<file path="config.mk">
export PLATFORM = sky130hd
export DESIGN_NAME = acc_top
export DESIGN_NICKNAME = d
export VERILOG_FILES = /design/src/shared/acc_pkg.sv /design/src/acc_edge.sv /design/src/acc_sync.sv /design/src/acc_top.sv
export SDC_FILE = /design/constraint.sdc
export NUM_CORES = 1
export LEC_CHECK = 0
export ABC_CLOCK_PERIOD_IN_PS = 2700
export BUFFER_PORTS_ARGS = -buffer_cell sky130_fd_sc_hd__buf_2
export CAP_MARGIN = 20
export CELL_PAD_IN_SITES_DETAIL_PLACEMENT = 1
export CELL_PAD_IN_SITES_GLOBAL_PLACEMENT = 2
export CORE_UTILIZATION = 30
export DETAILED_ROUTE_END_ITERATION = 6
export HOLD_SLACK_MARGIN = 0.15
export PLACE_DENSITY = 0.9
export SLEW_MARGIN = 10
export SYNTH_ARGS = -nofsm -noshare
export SYNTH_HDL_FRONTEND = slang
export SYNTH_SLANG_ARGS = --single-unit
</file>
<file path="constraint.sdc">
create_clock -name mclk_in -period 2.7 [get_ports mclk_in]
set_input_delay 0.54 -clock mclk_in [delete_from_list [all_inputs] [get_ports mclk_in]]
set_output_delay 0.54 -clock mclk_in [all_outputs]
set_load 0.05 [all_outputs]
</file>
<file path="src/shared/acc_pkg.sv">
// Package of constants, register map and types for the comparator control block.
package acc_pkg;
    localparam int ACC_NUM = 3;
    // Register byte offsets on the AXI4-Lite bus.
    localparam logic [7:0] ACC_CTRL0_OFS = 8'h00;
    localparam logic [7:0] ACC_CTRL1_OFS = 8'h04;
    localparam logic [7:0] ACC_CTRL2_OFS = 8'h08;
    localparam logic [7:0] ACC_RESULT_OFS = 8'h0c;
    localparam logic [7:0] ACC_FLAG_OFS = 8'h10;
    localparam logic [7:0] ACC_ENABLE_OFS = 8'h14;
    localparam logic [7:0] ACC_IRQCTL_OFS = 8'h18;
    // Control field positions.
    localparam int ACC_ON_BIT = 7;
    localparam int ACC_PINEN_BIT = 6;
    localparam int ACC_INV_BIT = 5;
    localparam int ACC_EDGE_LSB = 3;
    localparam int ACC_PLUS_BIT = 2;
    localparam int ACC_MINUS_LSB = 0;
    localparam int ACC_GIE_BIT = 7;
    localparam int ACC_PERIPHERAL_IRQ_EN_BIT = 6;
    localparam logic [7:0] ACC_CTRL_RESET = 8'h1f;
    localparam logic [1:0] AXI_OKAY = 2'h0;
    localparam logic [1:0] AXI_SLVERR = 2'h2;

    typedef enum logic [1:0] {
        ACC_EDGE_NONE = 2'b00,
        ACC_EDGE_RISE = 2'b01,
        ACC_EDGE_FALL = 2'b10,
        ACC_EDGE_ANY = 2'b11
    } acc_edge_t;

    typedef enum logic [1:0] {
        ACC_MINUS_DEFAULT = 2'b00,
        ACC_MINUS_C = 2'b01,
        ACC_MINUS_B = 2'b10,
        ACC_MINUS_BANDGAP = 2'b11
    } acc_minus_t;

    typedef struct packed {
        logic on;
        logic pin_en;
        logic invert;
        acc_edge_t edge_sel;
        logic plus_sel;
        acc_minus_t minus_sel;
    } acc_ctrl_t;

    typedef struct packed {
        logic [1:0] minus_sel;
        logic plus_sel;
        logic on;
    } acc_analog_t;
endpackage

</file>
<file path="src/acc_edge.sv">
// Edge detector and event flag for one comparator.
`timescale 1ns/1ps
module acc_edge
    import acc_pkg::*;
(
    // Clock and reset.
    input wire logic mclk_in,
    input wire logic reset_in,
    // Configuration.
    input wire acc_edge_t edge_sel_in,
    input wire logic mode_any_set_in,
    // Result and software access.
    input wire logic result_in,
    input wire logic sw_write_in,
    input wire logic sw_data_in,
    output logic flag_out
);
    logic prev_reg;
    logic flag_reg;
    logic flag_next;
    wire logic rise = result_in & ~prev_reg;
    wire logic fall = ~result_in & prev_reg;
    wire logic event_hit = (edge_sel_in == ACC_EDGE_RISE && rise)
        || (edge_sel_in == ACC_EDGE_FALL && fall)
        || (edge_sel_in == ACC_EDGE_ANY && (rise || fall));
    wire logic hw_set = event_hit | mode_any_set_in;

    // Hardware set wins over a software clear in the same cycle.
    always_comb
    begin
        flag_next = flag_reg;
        if (sw_write_in)
        begin
            flag_next = sw_data_in;
        end
        if (hw_set)
        begin
            flag_next = 1'b1;
        end
    end

    always_ff @(posedge mclk_in)
    begin
        if (reset_in)
        begin
            prev_reg <= 1'b0;
            flag_reg <= 1'b0;
        end
        else
        begin
            prev_reg <= result_in;
            flag_reg <= flag_next;
        end
    end

    assign flag_out = flag_reg;
endmodule

</file>
<file path="src/acc_sync.sv">
// Two-flop synchroniser for asynchronous comparator results.
`timescale 1ns/1ps
module acc_sync
    import acc_pkg::*;
(
    // Clock and reset.
    input wire logic mclk_in,
    input wire logic reset_in,
    // Data.
    input wire logic [ACC_NUM-1:0] async_in,
    output logic [ACC_NUM-1:0] sync_out
);
    logic [ACC_NUM-1:0] meta_reg;
    logic [ACC_NUM-1:0] sync_reg;

    always_ff @(posedge mclk_in)
    begin
        if (reset_in)
        begin
            meta_reg <= '0;
            sync_reg <= '0;
        end
        else
        begin
            meta_reg <= async_in;
            sync_reg <= meta_reg;
        end
    end

    assign sync_out = sync_reg;
endmodule

</file>
<file path="src/acc_top.sv">
// Comparator control block: registers, input selection, output routing and events.
`timescale 1ns/1ps
module acc_top
    import acc_pkg::*;
(
    // Clock and reset.
    input wire logic mclk_in,
    input wire logic reset_in,
    // AXI4-Lite write address and data.
    input wire logic [7:0] s_axi_awaddr_in,
    input wire logic s_axi_awvalid_in,
    output logic s_axi_awready_out,
    input wire logic [31:0] s_axi_wdata_in,
    input wire logic [3:0] s_axi_wstrb_in,
    input wire logic s_axi_wvalid_in,
    output logic s_axi_wready_out,
    // AXI4-Lite write response.
    output logic [1:0] s_axi_bresp_out,
    output logic s_axi_bvalid_out,
    input wire logic s_axi_bready_in,
    // AXI4-Lite read.
    input wire logic [7:0] s_axi_araddr_in,
    input wire logic s_axi_arvalid_in,
    output logic s_axi_arready_out,
    output logic [31:0] s_axi_rdata_out,
    output logic [1:0] s_axi_rresp_out,
    output logic s_axi_rvalid_out,
    input wire logic s_axi_rready_in,
    // Analog front end.
    input wire logic [ACC_NUM-1:0] raw_result_in,
    output acc_analog_t [ACC_NUM-1:0] analog_cfg_out,
    // Remappable pins.
    input wire logic [ACC_NUM-1:0] pin_direction_bits_in,
    output logic [ACC_NUM-1:0] pin_sel_out,
    output logic [ACC_NUM-1:0] compare_result_out,
    output logic [ACC_NUM-1:0] compare_result_oe_out,
    // Interrupt request and sleep wake.
    input wire logic sleep_in,
    output logic irq_out,
    output logic wake_out
);
    acc_ctrl_t [ACC_NUM-1:0] ctrl_reg;
    logic [ACC_NUM-1:0] irq_en_reg;
    logic [1:0] irqctl_reg;
    logic [ACC_NUM-1:0] any_set_reg;
    logic aw_full_reg;
    logic [7:0] aw_addr_reg;
    logic w_full_reg;
    logic [31:0] w_data_reg;
    logic [3:0] w_strb_reg;
    logic bvalid_reg;
    logic [1:0] bresp_reg;
    logic rvalid_reg;
    logic [31:0] rdata_reg;
    logic [1:0] rresp_reg;
    logic [ACC_NUM-1:0] sync_result;
    logic [ACC_NUM-1:0] result;
    logic [ACC_NUM-1:0] flags;
    logic [ACC_NUM-1:0] pin_out_reg;

    // True when the address names a mapped register.
    function automatic logic acc_mapped(input logic [7:0] addr);
        return addr == ACC_CTRL0_OFS || addr == ACC_CTRL1_OFS || addr == ACC_CTRL2_OFS
            || addr == ACC_RESULT_OFS || addr == ACC_FLAG_OFS
            || addr == ACC_ENABLE_OFS || addr == ACC_IRQCTL_OFS;
    endfunction

    // Write path: address and data are held until both are present.
    wire logic wr_go = aw_full_reg && w_full_reg && !bvalid_reg;
    wire logic wr_byte0 = wr_go && w_strb_reg[0];
    wire logic [7:0] wr_byte = w_data_reg[7:0];
    wire logic wr_ctrl0 = wr_byte0 && aw_addr_reg == ACC_CTRL0_OFS;
    wire logic wr_ctrl1 = wr_byte0 && aw_addr_reg == ACC_CTRL1_OFS;
    wire logic wr_ctrl2 = wr_byte0 && aw_addr_reg == ACC_CTRL2_OFS;
    wire logic wr_flag = wr_byte0 && aw_addr_reg == ACC_FLAG_OFS;
    wire logic wr_enable = wr_byte0 && aw_addr_reg == ACC_ENABLE_OFS;
    wire logic wr_irqctl = wr_byte0 && aw_addr_reg == ACC_IRQCTL_OFS;
    wire logic [ACC_NUM-1:0] wr_ctrl = {wr_ctrl2, wr_ctrl1, wr_ctrl0};

    assign s_axi_awready_out = !aw_full_reg;
    assign s_axi_wready_out = !w_full_reg;
    assign s_axi_arready_out = !rvalid_reg;
    assign s_axi_bvalid_out = bvalid_reg;
    assign s_axi_bresp_out = bresp_reg;
    assign s_axi_rvalid_out = rvalid_reg;
    assign s_axi_rdata_out = rdata_reg;
    assign s_axi_rresp_out = rresp_reg;

    always_ff @(posedge mclk_in)
    begin
        if (reset_in)
        begin
            aw_full_reg <= 1'b0;
            aw_addr_reg <= 8'h00;
            w_full_reg <= 1'b0;
            w_data_reg <= 32'h0000_0000;
            w_strb_reg <= 4'h0;
            bvalid_reg <= 1'b0;
            bresp_reg <= AXI_OKAY;
        end
        else
        begin
            if (s_axi_awvalid_in && !aw_full_reg)
            begin
                aw_full_reg <= 1'b1;
                aw_addr_reg <= s_axi_awaddr_in;
            end
            if (s_axi_wvalid_in && !w_full_reg)
            begin
                w_full_reg <= 1'b1;
                w_data_reg <= s_axi_wdata_in;
                w_strb_reg <= s_axi_wstrb_in;
            end
            if (wr_go)
            begin
                aw_full_reg <= 1'b0;
                w_full_reg <= 1'b0;
                bvalid_reg <= 1'b1;
                bresp_reg <= acc_mapped(aw_addr_reg) ? AXI_OKAY : AXI_SLVERR;
            end
            else if (bvalid_reg && s_axi_bready_in)
            begin
                bvalid_reg <= 1'b0;
            end
        end
    end

    // Control registers; only reset and bus writes touch them, so sleep and wake leave them alone.
    always_ff @(posedge mclk_in)
    begin
        if (reset_in)
        begin
            for (int i = 0; i < ACC_NUM; i++)
            begin
                ctrl_reg[i] <= acc_ctrl_t'(ACC_CTRL_RESET);
            end
            irq_en_reg <= '0;
            irqctl_reg <= 2'h0;
        end
        else
        begin
            for (int i = 0; i < ACC_NUM; i++)
            begin
                if (wr_ctrl[i])
                begin
                    ctrl_reg[i] <= acc_ctrl_t'(wr_byte);
                end
            end
            if (wr_enable)
            begin
                irq_en_reg <= wr_byte[ACC_NUM-1:0];
            end
            if (wr_irqctl)
            begin
                irqctl_reg <= wr_byte[ACC_GIE_BIT:ACC_PERIPHERAL_IRQ_EN_BIT];
            end
        end
    end

    // Selecting any-change mode sets the flag once, the cycle after the write.
    always_ff @(posedge mclk_in)
    begin
        if (reset_in)
        begin
            any_set_reg <= '0;
        end
        else
        begin
            for (int i = 0; i < ACC_NUM; i++)
            begin
                any_set_reg[i] <= wr_ctrl[i]
                    && wr_byte[ACC_EDGE_LSB+1:ACC_EDGE_LSB] == ACC_EDGE_ANY;
            end
        end
    end

    acc_sync u_sync (
        .mclk_in(mclk_in),
        .reset_in(reset_in),
        .async_in(raw_result_in),
        .sync_out(sync_result)
    );

    genvar g;
    generate
        for (g = 0; g < ACC_NUM; g++)
        begin : g_cmp
            // An off comparator reads low; polarity is applied before edges.
            assign result[g] = ctrl_reg[g].on
                & (sync_result[g] ^ ctrl_reg[g].invert);
            assign analog_cfg_out[g].on = ctrl_reg[g].on;
            assign analog_cfg_out[g].plus_sel = ctrl_reg[g].plus_sel;
            assign analog_cfg_out[g].minus_sel = ctrl_reg[g].minus_sel;
            assign pin_sel_out[g] = ctrl_reg[g].pin_en;
            assign compare_result_oe_out[g] = ctrl_reg[g].pin_en
                & ~pin_direction_bits_in[g];

            acc_edge u_edge (
                .mclk_in(mclk_in),
                .reset_in(reset_in),
                .edge_sel_in(ctrl_reg[g].edge_sel),
                .mode_any_set_in(any_set_reg[g]),
                .result_in(result[g]),
                .sw_write_in(wr_flag),
                .sw_data_in(wr_byte[g]),
                .flag_out(flags[g])
            );
        end
    endgenerate

    always_ff @(posedge mclk_in)
    begin
        if (reset_in)
        begin
            pin_out_reg <= '0;
        end
        else
        begin
            pin_out_reg <= result;
        end
    end
    assign compare_result_out = pin_out_reg;

    // Interrupt needs all three enables; wake ignores the global enable.
    wire logic [ACC_NUM-1:0] live = flags & irq_en_reg;
    assign irq_out = (|live) & irqctl_reg[1] & irqctl_reg[0];
    assign wake_out = sleep_in & (|live);

    // Read path.
    wire logic [7:0] rd_addr = s_axi_araddr_in;
    wire logic [31:0] rd_word =
        rd_addr == ACC_CTRL0_OFS ? {24'h000000, ctrl_reg[0]} :
        rd_addr == ACC_CTRL1_OFS ? {24'h000000, ctrl_reg[1]} :
        rd_addr == ACC_CTRL2_OFS ? {24'h000000, ctrl_reg[2]} :
        rd_addr == ACC_RESULT_OFS ? {29'h0, result} :
        rd_addr == ACC_FLAG_OFS ? {29'h0, flags} :
        rd_addr == ACC_ENABLE_OFS ? {29'h0, irq_en_reg} :
        rd_addr == ACC_IRQCTL_OFS ? {24'h000000, irqctl_reg, 6'h00} :
        32'h0000_0000;

    always_ff @(posedge mclk_in)
    begin
        if (reset_in)
        begin
            rvalid_reg <= 1'b0;
            rdata_reg <= 32'h0000_0000;
            rresp_reg <= AXI_OKAY;
        end
        else if (s_axi_arvalid_in && !rvalid_reg)
        begin
            rvalid_reg <= 1'b1;
            rdata_reg <= rd_word;
            rresp_reg <= acc_mapped(rd_addr) ? AXI_OKAY : AXI_SLVERR;
        end
        else if (rvalid_reg && s_axi_rready_in)
        begin
            rvalid_reg <= 1'b0;
        end
    end
endmodule

</file>
==> impl_metrics.ini, run 1 <==
[clocking]
postCtsSetupBuffers = 0
hold_buffers = 0
cts_tree = done
clock-sinks = 75
root_buffer = clkbuf_16
numCtsBuffers = 9
clk_transition_reported_paths_ps = 60
htreeDepth = 3
cts_repair_resize_count = 0
cts_buffer_depth = 2
clock_latency_ps = 330

[cells_and_area]
finalInstanceArea_mm2 = 0.00411
final_common_cell = buf_2
nNetsFinal = 534
largest_reg_flops = 12
antenna_cells = 0
drive_above_1_share_pct = 21.0
utilization_pct = 35.6
layout_common_cells = 76 x buf_2, 75 x dfxtp_1, 37 x nor2_1
areaGrowthSynthToFinish_pct = 14.5

[timing]
rsz0062_at_grt = false
setup_viol = 0
fin_skew_ps = 7.17
setup_ws_ps = 637
tns_ps = 0
drv_slew = 0
timing.final.crit_share_pct = 76.4
worstMarginPinSlew_ps = 892
hold_viol = 0
maxSlewHeadroom_pct = 40.4
max_freq_ghz = 0.485
fin_crit_ps = 2060

[floorplan]
io_pins = 130
dieArea_mm2 = 0.0124
design.core.area_mm2 = 0.0115
dieHeight_um = 111
die_w_um = 111
rows = 39
start_util_pct = 31.1

[synth]
synth_warnings = 0
synth_compound_area_share_pct = 11.9
seq_area_frac_synth_pct = 41.9
synth_xor_area_share_pct = 0.733
ys.flop_type = dfxtp_1
synth-edff-count = 0
yosys.area_share.simple_pct = 20.0
synthArstFlopShare_pct = 0
synthCells = 415
ys_seq_elements = 75
syn_avg_cell_area_um2 = 8.64
synthMuxAreaShare_pct = 9.77
ys_types = 41
synthAdderAreaFrac_pct = 2.09
syn_area_mm2 = 0.00358
synth_top_family_by_area = simple AND/OR/NAND/NOR gates

[routing]
drtAntennaViolNets = 0
drtIter0Drc = 115
vias = 2900
routed_via_density = 4.75
first_pass_iters = 7
drt_drc_violations_left = 21
totalWireLength_um = 9010
avgRoutedWirePerCell_um = 14.8

[power_and_ir_drop]
p_per_area_mw_per_mm2 = 621
p_leak_nw = 1.82
ir_drop_v = 0.000290

[setup_path]
cp.required_ps = 2900
worstPathArrival_ps = 2260
start_kind = register
end_kind = register
crit_type = reg2reg
worstPathMaxFanout = 14

[placed_design]
io_buffers = 76
hpwl_um = 6770
place.gp.congestion = 0.784
dp_slack_ps = 564
place_area_mm2 = 0.00383

[hold_path]
hp-class = in2reg

[global_route]
track_usage_pct = 15.0
overflow = 0
antenna_found_initial = 0
grt_max_degree = 40
first_global_vias = 2921
grt_pass1_wl_um = 14700

[flow_run]
maxCapViolCount = 0

[status]
violations = design-rule violations
status = finished, violations left
==> layer usage <==
metal | GRT usage (%) | vias up | routed length [um]
li1 | - | 1448 | -
met1 | 18.8 | 1370 | 4150
met2 | 26.1 | 77 | 4390
met3 | 3.44 | 5 | 410
met4 | 3.51 | 0 | 69
met5 | 0 | - | 0
==> cell usage after synthesis, types with 3 or more instances <==
master / count / area [um^2]
a2bb2oi_1: 3 / 26.3
or4_1: 4 / 30.0
nor2_1: 37 / 139
ha_1: 6 / 75.1
clkbuf_1: 12 / 45.0
xor2_1: 3 / 26.3
buf_4: 44 / 330
nor3_1: 21 / 105
and4_1: 3 / 26.3
nor2b_1: 18 / 113
a31oi_1: 8 / 50.1
o21ai_0: 9 / 45.0
nand3_1: 3 / 15.0
nand4_1: 5 / 31.3
inv_1: 15 / 56.3
mux2i_1: 35 / 350
a21oi_1: 34 / 170
o211ai_1: 3 / 22.5
buf_1: 4 / 15.0
nand2_1: 36 / 135
buf_2: 7 / 35.0
dfxtp_1: 75 / 1500
nand2b_1: 4 / 25.0
==> area by class of cell <==
| type | instances | area [um^2] |
|---|---|---|
| Fill cell | 1388 | 7410 |
| Multi-Input combinational cell | 283 | 1700 |
| Sequential cell | 75 | 1500 |
| Timing Repair Buffer | 78 | 395 |
| Clock buffer | 10 | 239 |
| Tap cell | 143 | 179 |
| Inverter | 15 | 56.3 |
| Clock inverter | 6 | 38.8 |
==> report_power, final <==
group	switching, W	internal, W	leakage (nW)
Sequential	0.0000251	0.00114	0.610
Combinational	0.000213	0.0000724	1.07
Clock	0.000459	0.000645	0.135
Total	0.000697	0.00185	1.82
==> critical path, stage by stage, from the launching register on <==
cell     delay, ps
dfxtp_1        310
nor3_1         550
and4_1         740
mux2i_1        270
nor2_1          70
==> per-stage QoR <==
stage / cells / hold WS (ps) / total power, W
after floorplan: 440 / 414 / 0.00143
after global placement: 594 / 429 / 0.00146
after detailed placement: 594 / 429 / 0.00147
after CTS: 610 / 415 / 0.00258
after global routing: 610 / 440 / 0.00265
final: 610 / 424 / 0.00255
==> cells by family after synthesis <==
logic type,after synthesis
adders and majority gates,6
and+or+nand+nor,143
xor gates and xnor gates,3
other,1
DFF,75
muxes,35
buffers and inverters,82
AOI/OAI and AO/OA,70
==> worst paths after layout <==
kind         cells after the start                          start                             end  slack [ps]
max                              4    aw_addr_reg[7]$_SDFFE_PP0P_  analog_cfg_out[0]$_SDFFE_PP0P_         640
min                              2               raw_result_in[0]   u_sync.meta_reg[0]$_SDFF_PP0_         420
max reg2reg                      4    aw_addr_reg[7]$_SDFFE_PP0P_  analog_cfg_out[0]$_SDFFE_PP0P_         640
min reg2reg                      1  u_sync.meta_reg[1]$_SDFF_PP0_   u_sync.sync_out[1]$_SDFF_PP0_         440
Note: power is estimated with default switching activity, not from simulation.
==> inputs of run 2 (changes only) <==
--- a/config.mk
+++ b/config.mk
@@ -5,15 +5,15 @@
 export SDC_FILE = /design/constraint.sdc
 export NUM_CORES = 1
 export LEC_CHECK = 0
-export ABC_CLOCK_PERIOD_IN_PS = 2700
+export ABC_CLOCK_PERIOD_IN_PS = 2000
 export BUFFER_PORTS_ARGS = -buffer_cell sky130_fd_sc_hd__buf_2
 export CAP_MARGIN = 20
 export CELL_PAD_IN_SITES_DETAIL_PLACEMENT = 1
 export CELL_PAD_IN_SITES_GLOBAL_PLACEMENT = 2
-export CORE_UTILIZATION = 30
+export CORE_UTILIZATION = 28
 export DETAILED_ROUTE_END_ITERATION = 6
 export HOLD_SLACK_MARGIN = 0.15
-export PLACE_DENSITY = 0.9
+export PLACE_DENSITY = 0.86
 export SLEW_MARGIN = 10
 export SYNTH_ARGS = -nofsm -noshare
 export SYNTH_HDL_FRONTEND = slang
==> constraint.sdc (replaced) <==
create_clock -name mclk_in -period 2 [get_ports mclk_in]
set_input_delay 0.4 -clock mclk_in [delete_from_list [all_inputs] [get_ports mclk_in]]
set_output_delay 0.4 -clock mclk_in [all_outputs]
set_load 0.05 [all_outputs]
==> run 2 against run 1 <==
Net effect:
- largest power group is now clock
- via count rose by 2.5%
- worst hold slack lost 150 ps
- core utilization is 0.90 points lower
- register-to-register slack got worse by 470 ps
- sequential power grew 35%
- critical path depth decreased by 1
- count of clock-buffer cells in the layout down 1
- the flow now finishes without violations
- flip-flop and latch count unchanged
- clock skew increased by 2.0 ps
- clock power is 53% higher
- largest cell class unchanged
==> impl_metrics.ini, run 2 (synthesis gave the netlist of run 1 again) <==
[routing]
drtAntennaViolNets = 0
first_pass_iters = 4
totalWireLength_um = 9220
vias = 2973
drt_drc_violations_left = 0
avgRoutedWirePerCell_um = 14.3
routed_via_density = 4.60
drtIter0Drc = 120

[cells_and_area]
instances_no_fill = 646
finalInstanceArea_mm2 = 0.00426
final_common_cell = buf_2
layout_common_cells = 76 x buf_2, 75 x dfxtp_1, 37 x nor2_1
antenna_cells = 0
drive_above_1_share_pct = 22.8
areaGrowthSynthToFinish_pct = 18.8
nNetsFinal = 545
utilization_pct = 34.7
largest_reg_flops = 12

[timing]
tns_ps = 0
hold_viol = 0
setup_viol = 0
fin_crit_ps = 1930
maxSlewHeadroom_pct = 63.9
max_freq_ghz = 0.517
worstMarginPinSlew_ps = 542
drv_slew = 0
timing.final.crit_share_pct = 96.7
fin_skew_ps = 9.16
rsz0062_at_grt = false

[placed_design]
hpwl_um = 6980
place_area_mm2 = 0.00395
place.gp.congestion = 0.794
io_buffers = 76
dp_cells = 630

[global_route]
grt_pass1_wl_um = 14700
first_global_vias = 2910
track_usage_pct = 14.4
grt_max_degree = 73
antenna_found_initial = 0
overflow = 0

[power_and_ir_drop]
p_per_area_mw_per_mm2 = 856
ir_drop_v = 0.000441
power_w = 0.00365
p_leak_nw = 1.89

[clocking]
htreeDepth = 3
root_buffer = clkbuf_16
cts_buffer_depth = 2
postCtsSetupBuffers = 0
clock-sinks = 75
clock_latency_ps = 340
cts_tree = done
numCtsBuffers = 9
cts_repair_resize_count = 0
clk_transition_reported_paths_ps = 70
hold_buffers = 0

[setup_path]
max_stage_delay_ps = 550
path_delay_family = compound AO/OA/AOI/OAI gates
cp.required_ps = 1600
worstPathMaxFanout = 3
crit_type = reg2out
worstPathArrival_ps = 1530
crit_chain = a222oi_1 > nor2_1 > buf_2
crit_buf_inv = 1
end_kind = output port
slowest_stage = a222oi_1
start_kind = register

[floorplan]
rows = 40
dieArea_mm2 = 0.0133
design.core.area_mm2 = 0.0123
io_pins = 130
die_w_um = 115
start_util_pct = 29.2
dieHeight_um = 115

[flow_run]
maxCapViolCount = 0

[status]
status = finished clean

[hold_path]
hp-class = in2reg
==> run 2: final timing paths <==
check	cells past startpoint	to	slack, ps	from
max	3	irq_out	70	g_cmp[0].u_edge.flag_out$_SDFFE_PP0P_
max reg2reg	5	analog_cfg_out[11]$_SDFFE_PP1P_	170	aw_addr_reg[3]$_SDFFE_PP0P_
min	2	u_sync.meta_reg[1]$_SDFF_PP0_	270	raw_result_in[1]
min reg2reg	1	u_sync.sync_out[1]$_SDFF_PP0_	440	u_sync.meta_reg[1]$_SDFF_PP0_
==> run 2: layout make-up <==
cell class,instances,area (um^2)
fill,1480,8000
multi-input combinational,283,1700
sequential,75,1500
timing repair buffer,89,490
clock buffer,9,225
tap,168,210
clock inverter,7,81.3
inverter,15,56.3
==> run 2: through the flow <==
stage / hold slack, ps / worst slack (ps)
global route: 278 / 8.79
CTS: 263 / 28.6
floorplan: 414 / 204
finish: 271 / 66.5
detailed placement: 432 / 55.4
global placement: 426 / 85.4
==> run 2: report_power, final <==
part	internal [W]	switching [W]	total, W
registers	0.00153	0.0000348	0.00157
logic	0.000113	0.000293	0.000406
clock network	0.000991	0.000685	0.00168
total	0.00264	0.00101	0.00365
==> run 2: per-layer routing <==
| layer | wire length (um) | GRT usage, % | part of all wire, % | up-vias |
|---|---|---|---|---|
| li1 | - | - | - | 1467 |
| met1 | 4180 | 17.7 | 45 | 1414 |
| met2 | 4470 | 24.9 | 49 | 88 |
| met4 | 68 | 4.33 | 0.74 | 0 |
| met5 | 0 | 0 | 0 | - |
| met3 | 493 | 3.74 | 5.3 | 4 |
